--- src/shared/ctw_consts.vh ---
`ifndef CTW_CONSTS_VH
`define CTW_CONSTS_VH
// register byte addresses (printed offsets are not multiples of four)
`define CTW_IDX_CSR 8'h08
`define CTW_IDX_CNT 8'h09
`define CTW_IDX_WDCLR 8'h0a
`define CTW_IDX_MODE 8'h0b
`define CTW_ADDR_CSR 10'h020
`define CTW_ADDR_CNT 10'h024
`define CTW_ADDR_WDCLR 10'h028
`define CTW_ADDR_MODE 10'h02c
// control/status field positions
`define CTW_BIT_OVF 7
`define CTW_BIT_PER 6
`define CTW_BIT_OVFE 5
`define CTW_BIT_PERE 4
`define CTW_BIT_OVFC 3
`define CTW_BIT_PERC 2
`define CTW_BIT_RTHI 1
`define CTW_BIT_RTLO 0
`define CTW_BIT_WDCLR 0
`define CTW_BIT_STOP 0
`define CTW_BIT_WAIT 1
`define CTW_BIT_WDEN 2
// reset values
`define CTW_RATE_RST 2'h3
`define CTW_MODE_RST 3'h4
// chain geometry: prescale 2, counter 8, three stages, four rti stages
`define CTW_CHAIN_W 17
`define CTW_TAP_BASE 13
`define CTW_WD_W 3
// stabilization delay in ns and its count of cycles at 10 ns
`define CTW_STAB_NS 40640
`define CTW_CLK_NS 10
`define CTW_STAB_CYC (`CTW_STAB_NS / `CTW_CLK_NS)
`endif

--- src/hw/ctw_timer.v ---
// Register access over AXI4-Lite was left to the implementer.
`include "ctw_consts.vh"
module ctw_timer #(
  parameter STAB_CYC = `CTW_STAB_CYC
) (
  input wire aclk,
  input wire aresetn,
  input wire [9:0] s_axi_awaddr,
  input wire [2:0] s_axi_awprot,
  input wire s_axi_awvalid,
  output reg s_axi_awready,
  input wire [31:0] s_axi_wdata,
  input wire [3:0] s_axi_wstrb,
  input wire s_axi_wvalid,
  output reg s_axi_wready,
  output reg [1:0] s_axi_bresp,
  output reg s_axi_bvalid,
  input wire s_axi_bready,
  input wire [9:0] s_axi_araddr,
  input wire [2:0] s_axi_arprot,
  input wire s_axi_arvalid,
  output reg s_axi_arready,
  output reg [31:0] s_axi_rdata,
  output reg [1:0] s_axi_rresp,
  output reg s_axi_rvalid,
  input wire s_axi_rready,
  input wire cpu_irq_mask,
  input wire wake_event,
  output reg timer_irq,
  output reg wake_request,
  output reg watchdog_reset,
  output reg stopped
);
  localparam ST_RUN = 3'b001;
  localparam ST_STOP = 3'b010;
  localparam ST_STAB = 3'b100;

  reg [2:0] state;
  reg [15:0] stab_cnt;
  reg overflow_flag;
  reg periodic_flag;
  reg overflow_irq_enable;
  reg periodic_irq_enable;
  reg [1:0] rate_sel;
  reg [2:0] mode;
  reg [`CTW_WD_W-1:0] wd_div;
  reg [9:0] awaddr_q;
  reg [31:0] wdata_q;
  reg [3:0] wstrb_q;
  reg aw_have;
  reg w_have;
  wire [`CTW_CHAIN_W-1:0] chain;
  wire ovf_evt;
  wire [3:0] tap_evt;
  wire chain_clear;
  wire chain_run;
  wire sel_evt;
  wire wr_go;
  wire wr_csr;
  wire wr_wd;
  wire wr_mode;
  wire [7:0] csr_rd;
  wire next_irq;

  // true when address hits a mapped word
  function mapped;
    input [9:0] a;
    begin
      mapped = (a == `CTW_ADDR_CSR) || (a == `CTW_ADDR_CNT) ||
               (a == `CTW_ADDR_WDCLR) || (a == `CTW_ADDR_MODE);
    end
  endfunction

  // chain held clear in reset, stop and stabilization
  assign chain_clear = !aresetn || (state != ST_RUN);
  assign chain_run = (state == ST_RUN);

  ctw_chain u_chain (
    .aclk(aclk),
    .clear(chain_clear),
    .run(chain_run),
    .count(chain),
    .ovf_evt(ovf_evt),
    .tap_evt(tap_evt)
  );

  assign sel_evt = tap_evt[rate_sel];

  // write decode
  assign wr_go = aw_have && w_have && !s_axi_bvalid;
  assign wr_csr = wr_go && (awaddr_q == `CTW_ADDR_CSR) && wstrb_q[0];
  assign wr_wd = wr_go && (awaddr_q == `CTW_ADDR_WDCLR) && wstrb_q[0];
  assign wr_mode = wr_go && (awaddr_q == `CTW_ADDR_MODE) && wstrb_q[0];

  // clear bits always read zero
  assign csr_rd = {overflow_flag, periodic_flag, overflow_irq_enable,
                   periodic_irq_enable, 2'b00, rate_sel};

  // address and data channels captured in either order
  always @(posedge aclk) begin
    if (!aresetn) begin
      s_axi_awready <= 1'b1;
      s_axi_wready <= 1'b1;
      aw_have <= 1'b0;
      w_have <= 1'b0;
      awaddr_q <= 10'h000;
      wdata_q <= 32'h00000000;
      wstrb_q <= 4'h0;
      s_axi_bvalid <= 1'b0;
      s_axi_bresp <= 2'h0;
    end else begin
      if (s_axi_awvalid && s_axi_awready) begin
        awaddr_q <= s_axi_awaddr;
        aw_have <= 1'b1;
        s_axi_awready <= 1'b0;
      end
      if (s_axi_wvalid && s_axi_wready) begin
        wdata_q <= s_axi_wdata;
        wstrb_q <= s_axi_wstrb;
        w_have <= 1'b1;
        s_axi_wready <= 1'b0;
      end
      if (wr_go) begin
        s_axi_bvalid <= 1'b1;
        s_axi_bresp <= mapped(awaddr_q) ? 2'h0 : 2'h2;
        aw_have <= 1'b0;
        w_have <= 1'b0;
      end
      if (s_axi_bvalid && s_axi_bready) begin
        s_axi_bvalid <= 1'b0;
        s_axi_awready <= 1'b1;
        s_axi_wready <= 1'b1;
      end
    end
  end

  // read channel: one-cycle address accept, data next cycle
  always @(posedge aclk) begin
    if (!aresetn) begin
      s_axi_arready <= 1'b1;
      s_axi_rvalid <= 1'b0;
      s_axi_rdata <= 32'h00000000;
      s_axi_rresp <= 2'h0;
    end else if (s_axi_arvalid && s_axi_arready) begin
      s_axi_arready <= 1'b0;
      s_axi_rvalid <= 1'b1;
      s_axi_rresp <= mapped(s_axi_araddr) ? 2'h0 : 2'h2;
      case (s_axi_araddr)
        `CTW_ADDR_CSR: s_axi_rdata <= {24'h000000, csr_rd};
        `CTW_ADDR_CNT: s_axi_rdata <= {24'h000000, chain[9:2]};
        `CTW_ADDR_MODE: s_axi_rdata <= {29'h00000000, mode};
        default: s_axi_rdata <= 32'h00000000;
      endcase
    end else if (s_axi_rvalid && s_axi_rready) begin
      s_axi_rvalid <= 1'b0;
      s_axi_arready <= 1'b1;
    end
  end

  // flags: hardware set wins over software clear
  always @(posedge aclk) begin
    if (!aresetn) begin
      overflow_flag <= 1'b0;
      periodic_flag <= 1'b0;
      overflow_irq_enable <= 1'b0;
      periodic_irq_enable <= 1'b0;
      rate_sel <= `CTW_RATE_RST;
    end else begin
      if (ovf_evt) begin
        overflow_flag <= 1'b1;
      end else if (wr_csr && wdata_q[`CTW_BIT_OVFC]) begin
        overflow_flag <= 1'b0;
      end
      if (sel_evt) begin
        periodic_flag <= 1'b1;
      end else if (wr_csr && wdata_q[`CTW_BIT_PERC]) begin
        periodic_flag <= 1'b0;
      end
      if (wr_csr) begin
        // flag positions of the write are dropped
        overflow_irq_enable <= wdata_q[`CTW_BIT_OVFE];
        periodic_irq_enable <= wdata_q[`CTW_BIT_PERE];
        rate_sel <= wdata_q[`CTW_BIT_RTHI:`CTW_BIT_RTLO];
      end
    end
  end

  // interrupt request level and wake from wait
  assign next_irq = ((overflow_flag && overflow_irq_enable) ||
                     (periodic_flag && periodic_irq_enable));
  always @(posedge aclk) begin
    if (!aresetn) begin
      timer_irq <= 1'b0;
      wake_request <= 1'b0;
    end else begin
      timer_irq <= next_irq && !cpu_irq_mask;
      wake_request <= next_irq && mode[`CTW_BIT_WAIT];
    end
  end

  // low-power mode bits; wait clears on wake
  always @(posedge aclk) begin
    if (!aresetn) begin
      mode <= `CTW_MODE_RST;
    end else if (wr_mode) begin
      mode <= wdata_q[2:0];
    end else begin
      if (state == ST_STOP && wake_event) begin
        mode[`CTW_BIT_STOP] <= 1'b0;
      end
      if (next_irq && mode[`CTW_BIT_WAIT]) begin
        mode[`CTW_BIT_WAIT] <= 1'b0;
      end
    end
  end

  // stop entry, oscillator restart delay, then resume
  always @(posedge aclk) begin
    if (!aresetn) begin
      state <= ST_RUN;
      stab_cnt <= 16'h0000;
      stopped <= 1'b0;
    end else begin
      case (state)
        ST_RUN: begin
          if (mode[`CTW_BIT_STOP]) begin
            state <= ST_STOP;
            stopped <= 1'b1;
          end
        end
        ST_STOP: begin
          if (wake_event) begin
            state <= ST_STAB;
            stab_cnt <= 16'h0000;
          end
        end
        ST_STAB: begin
          if (stab_cnt == STAB_CYC[15:0] - 16'h0001) begin
            state <= ST_RUN;
            stopped <= 1'b0;
          end else begin
            stab_cnt <= stab_cnt + 16'h0001;
          end
        end
        default: begin
          state <= ST_RUN;
          stopped <= 1'b0;
        end
      endcase
    end
  end

  // watchdog: divide selected tap by eight, clear on zero write
  always @(posedge aclk) begin
    if (!aresetn) begin
      wd_div <= {`CTW_WD_W{1'b0}};
      watchdog_reset <= 1'b0;
    end else begin
      watchdog_reset <= 1'b0;
      if (wr_wd && !wdata_q[`CTW_BIT_WDCLR]) begin
        wd_div <= {`CTW_WD_W{1'b0}};
      end else if (sel_evt && mode[`CTW_BIT_WDEN]) begin
        wd_div <= wd_div + {{(`CTW_WD_W-1){1'b0}}, 1'b1};
        if (&wd_div) begin
          watchdog_reset <= 1'b1;
        end
      end
    end
  end
endmodule // ctw_timer

--- src/hw/ctw_chain.v ---
`include "ctw_consts.vh"
// prescaler and ripple chain modelled as a synchronous binary count
module ctw_chain (
  input wire aclk,
  input wire clear,
  input wire run,
  output reg [`CTW_CHAIN_W-1:0] count,
  output wire ovf_evt,
  output wire [3:0] tap_evt
);
  wire [`CTW_CHAIN_W-1:0] nxt;
  assign nxt = count + {{(`CTW_CHAIN_W-1){1'b0}}, 1'b1};
  // counter wraps ff to 00 when bits 9..0 all one
  assign ovf_evt = run & (&count[9:0]);
  // each tap fires when its stage (14..17) completes a period
  genvar g;
  generate
    for (g = 0; g < 4; g = g + 1) begin : g_tap
      assign tap_evt[g] = run & (&count[`CTW_TAP_BASE+g:0]);
    end
  endgenerate
  // chain clears on reset, stop or stabilization, else advances
  always @(posedge aclk) begin
    if (clear) begin
      count <= {`CTW_CHAIN_W{1'b0}};
    end else if (run) begin
      count <= nxt;
    end
  end
endmodule // ctw_chain

--- config.mk ---
export PLATFORM = sky130hd
export DESIGN_NAME = ctw_timer
export DESIGN_NICKNAME = d
export VERILOG_FILES = /design/src/hw/ctw_timer.v /design/src/hw/ctw_chain.v
export VERILOG_INCLUDE_DIRS = /design/src /design/src/shared
export SDC_FILE = /design/constraint.sdc
export NUM_CORES = 1
export LEC_CHECK = 0
export BUFFER_PORTS_ARGS = -buffer_cell sky130_fd_sc_hd__buf_2
export CORE_MARGIN = 1
export CORE_UTILIZATION = 35
export DETAILED_ROUTE_END_ITERATION = 10
export GPL_TIMING_DRIVEN = 0
export SLEW_MARGIN = 5
export SYNTH_ARGS = -nofsm -noshare
export SYNTH_HDL_FRONTEND = slang
export SYNTH_SLANG_ARGS = --single-unit
--- constraint.sdc ---
create_clock -name aclk -period 3.2 [get_ports aclk]
set_input_delay 0.32 -clock aclk [delete_from_list [all_inputs] [get_ports aclk]]
set_output_delay 0.32 -clock aclk [all_outputs]
set_load 0.01 [all_outputs]
==> qor.csv <==
metric,value,unit
status,completed,
starting density of the core,0.366,
Reg2Reg Depth,10,
post-CTS setup buffers,0,
Peak VDD IR,0.000272,V
number of diodes,0,
PwrDens,446,nW/um^2
post-CTS sizing,0,
Yosys cell types,54,
fin crit period,2.46,ns
vias,3182,
top_reg_cell synth,dfxtp_1,
synth top area cells,"dfxtp_1 (45%), nand2_1 (6.0%), buf_4 (5.1%)",
Ports,116,
area share of the largest cell type after synthesis,0.447,
Row Count,37,
overall routed net length,8120,um
Die Wd,107,um
Clock Skew,0.0158,ns
leakage power,0.00191,uW
Worst Path Max Fanout,5,
clk slew on worst S/H paths,0.10,ns
first-pass GRT wire length,13700,um
fin crit share,0.770,
H-tree depth,3,
footprint of the multi-input gates,1950,sq um
worst hold margin,0.125,ns
Post-Syn Instances,444,
Routed met1 length,4160,um
# setup viols final,0,
initial antenna violation count,0,
synth warn,0,
post-route non-filler standard cell count,672,
Fmax,0.406,GHz
Post-DP HPWL,6090,um
Worst EP required,3.44,ns
# clock sinks,86,
critical path class,reg2reg,
CP Launch Type,flip-flop,
Final Slew Violations,0,
drt pass-1 iters,4,
Min-Delay Path Depth,2,
initial drt markers,124,
area of the mapped netlist,3850,sq um
#FFs+latches synth,86,
antenna-violating nets left,0,
pre-CTS setup slack,0.789,ns
TritonCTS clock tree,built,
DRC viols,0,
Synth Area per Inst,8.67,sq um
synth cell count leaders,"dfxtp_1 (86), nand2_1 (62), nor2_1 (44), a21oi_1 (35), nand3_1 (30)",
Max-cap violations,0,
hold crit path type,in2reg,
DR WL met3,411,um
Vias/cell,4.74,
largest net degree at the start of global routing,16,
Final Core Density,0.435,
Max Buffers Root-to-Sink,2,
Post-synth EDFFs,0,
final hold violation count,0,
"count leader, synth",dfxtp_1,
Skew-Pair Late Insertion Delay,0.35,ns
setup TNS,0,ns
worst slew pin tran,0.901,ns
number of global-route vias before repair,2924,
Total Routing Usage GR,0.152,
Placed Instances,656,
clock root buffer,clkbuf_8,
Slew headroom,0.398,
grt total ovfl,0,
register area,1720,sq um
core region area,10500,sq um
IO Port Bufs,51,
"Async S/R FF share, synth",0,
final net count,607,
drt wl/cell,12.1,um
"Seq/Total Area, Yosys",0.447,
DR top layer,met4,
CP Data Arrival Time,2.71,ns
met2 routed WL,3450,um
Area growth syn-to-layout,18.6,%
CP endpoint kind,flip-flop,
Post-CTS Hold Fix Bufs,0,
total CTS buffers,9,
layout cells sized above 1,0.203,
FILL cells,1062,
unrepaired setup endpoints after global routing,no,
"area leader, netlist",dfxtp_1,
setup ws final,0.736,ns
GPL Wtd Cong,0.753,
die area,11400,sq um
Die H,107,um
[stage by stage]
stage	cell area, sq um	power (uW)
CTS	4570	2060
detailed placement	4370	1290
global route	4570	2130
finish	4570	2040
floorplan	3950	1240
global placement	4370	1290
[layer usage]
metal | GRT usage | vias up
met2 | 0.230 | 89
met5 | 0 | -
met4 | 0.0499 | 0
li1 | - | 1666
met3 | 0.0340 | 7
met1 | 0.212 | 1420
[registers in the layout, summed over array words and instances, names as in the netlist, 2 cells and up]
name,count
u_chain.count,17
stab_cnt,16
awaddr_q,10
s_axi_rdata,8
wdata_q,6
mode,3
state,3
wd_div,3
rate_sel,2
[final timing paths]
| path | slack, ns | to | startpoint |
|---|---|---|---|
| min | 0.13 | timer_irq | cpu_irq_mask |
| max reg2reg | 0.74 | wd_div[0] | u_chain.count[0] |
| max | 0.74 | wd_div[0] | u_chain.count[0] |
| min reg2reg | 0.46 | awaddr_q[4] | awaddr_q[4] |
[logic make-up after synthesis]
logic type      count (synthesis)  share of synthesized area
other cells                     1                   0.000974
simple gates                  204                      0.277
fa+ha+maj                       5                     0.0162
buf+inv                        45                     0.0711
flops                          86                      0.447
xor+xnor                       24                     0.0546
mux                            12                     0.0312
compound gates                 67                      0.102
[critical path, cell delays in order, from the launching register on]
cell     delay [ns]
dfxtp_1        0.38
ha_1           0.22
nand3_1        0.20
nor4_2         0.36
and3_1         0.22
ha_1           0.15
nor2b_1        0.05
o21ai_0        0.17
nand4_1        0.19
and3_1         0.23
o21a_1         0.18
[layout make-up]
class / count / share of cell area
plain buffers: 39 / 0.0551
clock buffers: 9 / 0.0271
clock inverters: 7 / 0.0159
inverters: 6 / 0.00493
multi-input cells: 338 / 0.427
flip-flops and latches: 86 / 0.377
well taps: 136 / 0.0373
repair buffers: 51 / 0.0559
[layout by cell type (no fill, tap or decap), types with 15 or more instances in the layout]
cell	Yosys	routed
a21oi_1	35	35
buf_2	0	51
buf_4	26	26
conb_1	1	26
dfxtp_1	86	86
nand2_1	62	62
nand3_1	30	30
nor2_1	44	44
o21ai_0	15	15
xor2_1	18	18
[where the power goes]
part / switching (uW) / leakage (uW) / internal [uW]
sequential: 17.0 / 0.000698 / 1090
clock: 403 / 0.0000960 / 364
combinational: 91.2 / 0.00111 / 67.1
total: 511 / 0.00191 / 1520
No activity file was read; power rests on OpenSTA's default activity.
